$ cat config.mk
export PLATFORM = sky130hd
export DESIGN_NAME = muxed_bus_cycle
export DESIGN_NICKNAME = d
export VERILOG_FILES = /design/src/pkg/bus_cycle_pkg.sv /design/src/design/input_sync.sv /design/src/design/muxed_bus_cycle.sv
export SDC_FILE = /design/constraint.sdc
export NUM_CORES = 1
export LEC_CHECK = 0
export BUFFER_PORTS_ARGS = -buffer_cell sky130_fd_sc_hd__buf_2
export CORE_MARGIN = 4
export CORE_UTILIZATION = 54
export DETAILED_ROUTE_END_ITERATION = 10
export PLACE_DENSITY = 0.9
export SLEW_MARGIN = 30
export SYNTH_ARGS = -nofsm -noshare
export SYNTH_HDL_FRONTEND = slang
export SYNTH_SLANG_ARGS = --single-unit
$ cat constraint.sdc
create_clock -name i_core_clk -period 3.55 [get_ports i_core_clk]
set_input_delay 0.1775 -clock i_core_clk [delete_from_list [all_inputs] [get_ports i_core_clk]]
set_output_delay 0.1775 -clock i_core_clk [all_outputs]
set_load 0.01 [all_outputs]
$ cat src/pkg/bus_cycle_pkg.sv
// Package for the multiplexed external bus cycle block.
// Assumes a single 100 MHz core clock and synchronous active-low reset.
package bus_cycle_pkg;
    localparam int ADDR_W        = 20;
    localparam int DATA_W        = 8;
    localparam int MID_LO        = 8;
    localparam int MID_HI        = 15;
    localparam int UP_LO         = 16;
    localparam int UP_HI         = 19;
    localparam int SEG_W         = 2;

    // Bus status codes (three lines, passive is all ones)
    localparam logic [2:0] ST_IRQ_ACK = 3'h0;
    localparam logic [2:0] ST_IO_RD   = 3'h1;
    localparam logic [2:0] ST_IO_WR   = 3'h2;
    localparam logic [2:0] ST_HALT    = 3'h3;
    localparam logic [2:0] ST_CODE    = 3'h4;
    localparam logic [2:0] ST_MEM_RD  = 3'h5;
    localparam logic [2:0] ST_MEM_WR  = 3'h6;
    localparam logic [2:0] ST_PASSIVE = 3'h7;

    localparam logic [DATA_W-1:0] DATA_ZERO = 8'h00;
    localparam logic [7:0]        MID_ZERO  = 8'h00;
    localparam logic [3:0]        UP_ZERO   = 4'h0;

    typedef enum logic [5:0] {
        S_IDLE  = 6'b000001,
        S_ADDR  = 6'b000010,
        S_T2    = 6'b000100,
        S_T3    = 6'b001000,
        S_WAIT  = 6'b010000,
        S_FINAL = 6'b100000
    } cyc_state_t;

    // Kind of cycle requested by the core side
    typedef enum logic [1:0] {
        K_READ    = 2'h0,
        K_WRITE   = 2'h1,
        K_IRQ_ACK = 2'h2
    } cyc_kind_t;

    typedef struct packed {
        cyc_kind_t          kind;
        logic               io;
        logic [ADDR_W-1:0]  addr;
        logic [DATA_W-1:0]  wdata;
        logic [SEG_W-1:0]   seg;
        logic               ie_flag;
    } bus_req_t;
endpackage

$ cat src/design/input_sync.sv
// Two-stage synchroniser for one asynchronous level input.
// Assumes the input may change at any time relative to the clock.
`timescale 1ns/1ps
module input_sync
    import bus_cycle_pkg::*;
(
    input  wire logic i_core_clk,
    input  wire logic i_rst_b,
    input  wire logic i_async,
    output logic      o_sync
);
    logic meta;

    // Two-flop recognition
    always_ff @(posedge i_core_clk) begin
        if (!i_rst_b) begin
            meta   <= 1'b0;
            o_sync <= 1'b0;
        end else begin
            meta   <= i_async;
            o_sync <= meta;
        end
    end
endmodule

$ cat src/design/muxed_bus_cycle.sv
// External bus cycle engine: muxed low byte, middle address, wait states.
// Assumes core requests are held until o_req_ready; hold is synchronised here.
//
// Function
// Sample ready in T2, T3, waits; insert waits
// Two back-to-back acknowledge cycles
// Low lines floated during acknowledge cycles
// External cascade address held between acknowledges
// Status passive in state before final
// Async input recognised within bounded clocks
// Low lines: address first, data after
// Float low and middle lines in acknowledge/hold
// Middle address held whole cycle
// Coprocessor drives only within granted interval
// Upper lines address, then status bits
// Latch strobe positive pulse, never floated
// Read strobe low on reads, float in hold
// Device raises ready when able
// Four states, waits between third and final
`timescale 1ns/1ps
module muxed_bus_cycle
    import bus_cycle_pkg::*;
(
    input  wire logic               i_core_clk,
    input  wire logic               i_rst_b,
    input  wire logic               i_req_valid,
    input  wire bus_req_t           i_req,
    output logic                    o_req_ready,
    output logic [DATA_W-1:0]       o_rdata,
    output logic                    o_rdata_valid,
    input  wire logic               i_ready,
    input  wire logic               i_hold,
    output logic                    o_hold_grant,
    input  wire logic [DATA_W-1:0]  i_shared_addr_data_low,
    output logic [DATA_W-1:0]       o_shared_addr_data_low,
    output logic                    o_shared_addr_data_low_oe,
    output logic [7:0]              o_mid_address_out,
    output logic                    o_mid_address_out_oe,
    output logic [3:0]              o_upper_addr_status,
    output logic                    o_upper_addr_status_oe,
    output logic [2:0]              o_status,
    output logic                    o_addr_latch,
    output logic                    o_read_strobe_b,
    output logic                    o_read_strobe_oe,
    output logic                    o_write_strobe_b,
    output logic                    o_irq_ack_strobe_b
);
    cyc_state_t state;
    cyc_state_t next_state;
    bus_req_t   cur;
    logic       second_ack;
    logic       hold_sync;
    logic       is_ack;
    logic       is_rd;
    logic       done_ack_pair;
    logic       rdy_seen;

    input_sync u_hold_sync (
        .i_core_clk (i_core_clk),
        .i_rst_b    (i_rst_b),
        .i_async    (i_hold),
        .o_sync     (hold_sync)
    );

    assign is_ack        = (cur.kind == K_IRQ_ACK);
    assign is_rd         = (cur.kind == K_READ);
    assign done_ack_pair = is_ack && !second_ack;

    // Four-state sequencing
    always_comb begin
        next_state = state;
        unique case (state)
            S_IDLE: begin
                if (second_ack)
                    next_state = S_ADDR;
                // Finished request still held while ready pulses: not taken again
                else if (i_req_valid && !o_req_ready && !hold_sync && !o_hold_grant)
                    next_state = S_ADDR;
            end
            S_ADDR:  next_state = S_T2;
            S_T2:    next_state = S_T3;
            // Ready seen one state earlier decides exit
            S_T3:    next_state = rdy_seen ? S_FINAL : S_WAIT;
            S_WAIT:  next_state = rdy_seen ? S_FINAL : S_WAIT;
            S_FINAL: next_state = S_IDLE;
            default: next_state = S_IDLE;
        endcase
    end

    always_ff @(posedge i_core_clk) begin
        if (!i_rst_b)
            state <= S_IDLE;
        else
            state <= next_state;
    end

    // Ready taken at end of T2, T3, waits
    // One state of lookahead lets status go passive before final
    always_ff @(posedge i_core_clk) begin
        if (!i_rst_b)
            rdy_seen <= 1'b0;
        else
            rdy_seen <= i_ready && (state == S_T2 || state == S_T3 || state == S_WAIT);
    end

    // Request capture; second acknowledge replays the first
    always_ff @(posedge i_core_clk) begin
        if (!i_rst_b) begin
            cur        <= '0;
            second_ack <= 1'b0;
        end else if (state == S_IDLE && next_state == S_ADDR && !second_ack) begin
            cur <= i_req;
        end else if (state == S_FINAL) begin
            // Chain second acknowledge
            second_ack <= done_ack_pair;
        end
    end

    always_ff @(posedge i_core_clk) begin
        if (!i_rst_b)
            o_req_ready <= 1'b0;
        else
            o_req_ready <= (state == S_FINAL) && !done_ack_pair;
    end

    // Hold grant only between cycles, never inside an acknowledge pair
    always_ff @(posedge i_core_clk) begin
        if (!i_rst_b)
            o_hold_grant <= 1'b0;
        else if (!hold_sync)
            o_hold_grant <= 1'b0;
        else if (next_state == S_IDLE && !(state == S_FINAL && done_ack_pair) && !second_ack)
            o_hold_grant <= 1'b1;
    end

    // Pin drive registered from next state so outputs match state
    always_ff @(posedge i_core_clk) begin
        if (!i_rst_b) begin
            o_shared_addr_data_low    <= DATA_ZERO;
            o_shared_addr_data_low_oe <= 1'b0;
            o_mid_address_out         <= MID_ZERO;
            o_mid_address_out_oe      <= 1'b0;
            o_upper_addr_status       <= UP_ZERO;
            o_upper_addr_status_oe    <= 1'b0;
            o_status                  <= ST_PASSIVE;
            o_addr_latch              <= 1'b0;
            o_read_strobe_b           <= 1'b1;
            o_read_strobe_oe          <= 1'b1;
            o_write_strobe_b          <= 1'b1;
            o_irq_ack_strobe_b        <= 1'b1;
        end else begin
            o_addr_latch       <= 1'b0;
            o_read_strobe_b    <= 1'b1;
            o_write_strobe_b   <= 1'b1;
            o_irq_ack_strobe_b <= 1'b1;
            o_status           <= ST_PASSIVE;
            o_shared_addr_data_low_oe <= 1'b0;
            o_mid_address_out_oe      <= 1'b0;
            // Strobe floats in hold
            o_read_strobe_oe          <= !(hold_sync && next_state == S_IDLE);
            o_upper_addr_status_oe    <= !(hold_sync && next_state == S_IDLE);
            unique case (next_state)
                S_ADDR: begin
                    // Latch strobe in first state
                    o_addr_latch <= 1'b1;
                    o_status     <= second_ack ? ST_IRQ_ACK :
                                    (i_req.kind == K_IRQ_ACK) ? ST_IRQ_ACK :
                                    (i_req.kind == K_WRITE) ?
                                        (i_req.io ? ST_IO_WR : ST_MEM_WR) :
                                        (i_req.io ? ST_IO_RD : ST_MEM_RD);
                    // Address phase on low lines
                    o_shared_addr_data_low    <= i_req.addr[DATA_W-1:0];
                    o_shared_addr_data_low_oe <= !second_ack && i_req.kind != K_IRQ_ACK;
                    // Middle address driven
                    o_mid_address_out         <= i_req.addr[MID_HI:MID_LO];
                    o_mid_address_out_oe      <= !second_ack && i_req.kind != K_IRQ_ACK;
                    // Upper address, low for I/O
                    o_upper_addr_status <= i_req.io ? UP_ZERO : i_req.addr[UP_HI:UP_LO];
                    o_upper_addr_status_oe <= 1'b1;
                end
                S_T2, S_T3, S_WAIT: begin
                    // Ready seen: this is the state before final
                    o_status <= (next_state != S_T2 && i_ready) ? ST_PASSIVE :
                                (is_ack ? ST_IRQ_ACK : is_rd ?
                                    (cur.io ? ST_IO_RD : ST_MEM_RD) :
                                    (cur.io ? ST_IO_WR : ST_MEM_WR));
                    // Float during acknowledge
                    o_mid_address_out_oe <= !is_ack;
                    // Low lines released for vector
                    o_shared_addr_data_low_oe <= !is_ack && !is_rd;
                    o_shared_addr_data_low    <= cur.wdata;
                    o_read_strobe_b    <= !is_rd;
                    o_write_strobe_b   <= !(cur.kind == K_WRITE);
                    o_irq_ack_strobe_b <= !is_ack;
                    o_upper_addr_status <= {1'b0, cur.ie_flag, cur.seg};
                end
                S_FINAL: begin
                    o_mid_address_out_oe      <= !is_ack;
                    o_shared_addr_data_low_oe <= !is_ack && !is_rd;
                    o_upper_addr_status       <= {1'b0, cur.ie_flag, cur.seg};
                end
                S_IDLE: begin
                end
                default: begin
                end
            endcase
        end
    end

    // Read data captured at the end of the ready-qualified state
    always_ff @(posedge i_core_clk) begin
        if (!i_rst_b) begin
            o_rdata       <= DATA_ZERO;
            o_rdata_valid <= 1'b0;
        end else begin
            o_rdata_valid <= 1'b0;
            if ((state == S_T3 || state == S_WAIT) && rdy_seen && (is_rd || is_ack)) begin
                o_rdata       <= i_shared_addr_data_low;
                o_rdata_valid <= is_rd || second_ack;
            end
        end
    end

    // Wait state follows T3 while ready not seen
    property p_wait_order;
        @(posedge i_core_clk) disable iff (!i_rst_b)
        (state == S_T3 && !rdy_seen) |=> state == S_WAIT;
    endproperty
    a_wait_order: assert property (p_wait_order) else $error("no wait state");

    property p_t2_sample;
        @(posedge i_core_clk) disable iff (!i_rst_b)
        (state == S_T2 && !i_ready) |=> ##1 state == S_WAIT;
    endproperty
    a_t2_sample: assert property (p_t2_sample) else $error("ready in T2 ignored");

    property p_ready_exit;
        @(posedge i_core_clk) disable iff (!i_rst_b)
        ((state == S_WAIT || state == S_T3) && rdy_seen) |=> state == S_FINAL;
    endproperty
    a_ready_exit: assert property (p_ready_exit) else $error("ready ignored");

    property p_seq;
        @(posedge i_core_clk) disable iff (!i_rst_b)
        state == S_ADDR |=> state == S_T2 ##1 state == S_T3;
    endproperty
    a_seq: assert property (p_seq) else $error("bad state order");

    property p_ack_pair;
        @(posedge i_core_clk) disable iff (!i_rst_b)
        (state == S_FINAL && done_ack_pair) |=> ##1 (state == S_ADDR && second_ack);
    endproperty
    a_ack_pair: assert property (p_ack_pair) else $error("acks not back to back");

    property p_ack_float;
        @(posedge i_core_clk) disable iff (!i_rst_b)
        (!o_irq_ack_strobe_b) |-> !o_shared_addr_data_low_oe && !o_mid_address_out_oe;
    endproperty
    a_ack_float: assert property (p_ack_float) else $error("lines driven in ack");

    property p_hold_float;
        @(posedge i_core_clk) disable iff (!i_rst_b)
        o_hold_grant |-> !o_shared_addr_data_low_oe && !o_mid_address_out_oe;
    endproperty
    a_hold_float: assert property (p_hold_float) else $error("lines driven in hold");

    property p_latch_pulse;
        @(posedge i_core_clk) disable iff (!i_rst_b)
        o_addr_latch |=> !o_addr_latch;
    endproperty
    a_latch_pulse: assert property (p_latch_pulse) else $error("latch not a pulse");

    property p_mid_stable;
        @(posedge i_core_clk) disable iff (!i_rst_b)
        (o_mid_address_out_oe && !o_addr_latch) |-> $stable(o_mid_address_out);
    endproperty
    a_mid_stable: assert property (p_mid_stable) else $error("mid address moved");

    property p_passive;
        @(posedge i_core_clk) disable iff (!i_rst_b)
        state == S_FINAL |-> $past(o_status) == ST_PASSIVE && o_status == ST_PASSIVE;
    endproperty
    a_passive: assert property (p_passive) else $error("status not passive");
endmodule

==> impl_metrics.ini <==
[status]
status = complete, no violations

[setup_path]
crit_path_end_kind = register
critPathBufInv = 0
slowest_stage = o211a_1
worst_ep_arrival_time_ps = 2310
slowest_delay_ps = 660
cp.required_ps = 3780
worstPathCellList = nor4_4 -> o211a_1 -> a21oi_1 -> a32o_1
start_kind = register
critPathKind = reg2reg
path_delay_family = compound AO/OA/AOI/OAI gates
cp_max_fo = 21

[clock_tree]
tritoncts = built
cts_buffer_depth = 2
clk-insertion-delay-late_ps = 340
clk_pin_slew_ps = 70
post_cts_buffers = 0
cts_max_level = 3
root_buffer = clkbuf_8
ctsResizeCount = 0
hold_buffers = 0
cts_buffers = 9
cts.sinks = 66

[drt]
wl_mm = 6.77
drtIter0Drc = 164
drc = 0
vias = 2519
post_drt_wl_per_cell_um = 14.9
vias_per_cell = 5.55
route.antenna.remaining_nets = 0
first_pass_iters = 5

[placed_design]
numPortBuffers = 88
post-dp-hpwl_mm = 4.68
globalplace.congestion = 0.813
dp.cells = 438

[power_and_ir_drop]
power_density_nw_per_um2 = 503
p_leak_nw = 1.56
irDropWorstVdd_mv = 0.305

[timing]
worst_pin_slew_ps = 781
finalHoldViolCount = 0
max_slew_margin = 0.478
rsz0062_at_grt = false
setup_tns_ps = 0
slew_violations = 0
min_period_ps = 2070
clock.fmax_ghz = 0.482
fin_crit_sh = 0.584
setup_viol = 0
skew_ps = 8.27

[floorplanning]
dieArea_um2 = 6260
start_util = 0.567
num_rows = 25
die_h_um = 79.1
chipWidth_um = 79.1
coreArea_um2 = 4820
ios = 89

[final_layout]
mostFrequentLayoutCells = 88 x buf_2, 66 x dfxtp_1, 44 x nand2_1, 26 x nor2_1, 24 x a21oi_1
mostFrequentLayoutCell = buf_2
drive_gt1_frac = 0.289
antenna_cells = 0
instances_no_fill = 454
area_growth_pct = 22.4
nets = 431

[synthesis]
synthSimpleGateAreaFrac = 0.231
syn_area_um2 = 2730
synth_fa_ha_area_frac = 0.00916
yosysTopAreaCell = dfxtp_1
yosysWarnings = 0
synth_top_area_share = 0.484
synthMuxAreaShare = 0.0403
synth_nets = 355
synth_area_leaders = dfxtp_1 48%, nand2_1 6.0%, a21oi_1 4.4%
synth_cell_type_count = 44
syn-instance-count = 306
avgSynthCellArea_um2 = 8.93
synth-xor-area-share = 0.0128
ys_seq_area_frac = 0.484
ys_ff_latch = 66
synth_compound_area_frac = 0.160
synth_top_family_by_area = simple AND/OR/NAND/NOR gates

[min_path]
hold_class = in2reg

[global_routing]
grt_pass1_vias = 2379
grt_pass1_wl_mm = 11.1
antenna_found_initial = 0
overflow = 0
track_usage = 0.225
grt_max_degree = 47

[run]
maxCapViolCount = 0
## worst register-to-register path: cells and delay by family (launching register included)
kind / cells / cell delay, ps
compound gates: 3 / 1120
flops: 1 / 420
simple gates: 1 / 440
## final timing paths
path              depth (start not counted)                  to        startpoint  slack [ps]
setup / recovery                          4        o_hold_grant          state[2]        1480
hold / removal                            2    u_hold_sync.meta            i_hold          40
setup reg to reg                          4        o_hold_grant          state[2]        1480
hold reg to reg                           1  u_hold_sync.o_sync  u_hold_sync.meta         440
## layout make-up
cell class / count / area, um^2
clock buffers: 11 / 141
inverters: 7 / 26.3
multi-input cells: 208 / 1240
repair buffers: 90 / 455
well taps: 67 / 83.8
clock inverters: 5 / 77.6
flip-flops and latches: 66 / 1320
fillers: 384 / 1470
## flip-flops by register name, summed over array words and instances, names as in the netlist, 3 cells and up
signal and flops:
cur 14, o_mid_address_out 8, o_rdata 8, o_shared_addr_data_low 8, state 6, o_upper_addr_status 4
o_status 3
## cell families (layout without fill, tap and decap cells)
logic type / Yosys count / after routing
AOI/OAI and AO/OA: 71 / 71
xor gates and xnor gates: 4 / 4
adders and majority gates: 2 / 2
buffers and inverters: 32 / 113
DFF: 66 / 66
muxes: 11 / 11
and+or+nand+nor: 120 / 120
## layer usage
layer | part of all wire | track usage | up-vias
met5 | 0 | 0 | -
met4 | 0.016 | 0.0859 | 0
met3 | 0.099 | 0.0884 | 14
met2 | 0.49 | 0.364 | 149
met1 | 0.39 | 0.268 | 1134
li1 | - | - | 1222
## report_power, final
| part | switching (mW) | leakage [nW] | internal, mW |
|---|---|---|---|
| registers | 0.0216 | 0.539 | 0.777 |
| clock network | 0.279 | 0.109 | 0.412 |
| logic | 0.114 | 0.908 | 0.0762 |
| total | 0.415 | 1.56 | 1.27 |
## cell usage after synthesis
library cell and n:
a311oi_1 1, o2111a_1 1, o211ai_2 1, buf_6 4, o21ai_0 22, clkbuf_1 15, a32o_1 1, ha_1 2
nor2b_1 4, buf_8 1, and2_1 2, o2111ai_1 2, nor4b_2 1, nor3b_1 3, o211a_1 1, buf_2 3
nand2_1 44, a211oi_1 4, o31a_1 3, nand4_2 1, nand4_1 8, nand4b_1 2, a31oi_1 8, nand3_1 7
nor4_1 2, a221oi_2 1, nand3b_4 1, nor4_4 1, and4b_1 1, buf_4 2, nand3b_1 1, nand2b_1 3
nor3_1 1, mux2i_1 11, a21boi_0 1, a211o_1 1, inv_1 6, inv_2 1, and3_1 9, a21oi_1 24
nor2_1 26, xor2_1 4, nor4b_1 3, dfxtp_1 66
## stage by stage
stage | power (mW) | setup WS (ps) | utilization | cell area, um^2 | hold WS [ps]
after global placement | 0.996 | 1580 | 0.649 | 3130 | 391
after CTS | 1.69 | 1460 | 0.694 | 3340 | 30.0
after global routing | 1.75 | 1310 | 0.694 | 3340 | 43.1
final | 1.68 | 1480 | 0.694 | 3340 | 43.5
after floorplan | 0.938 | 1960 | - | 2730 | 305
after detailed placement | 1.00 | 1490 | 0.649 | 3130 | 391
Power figures use the tool's default switching activity.
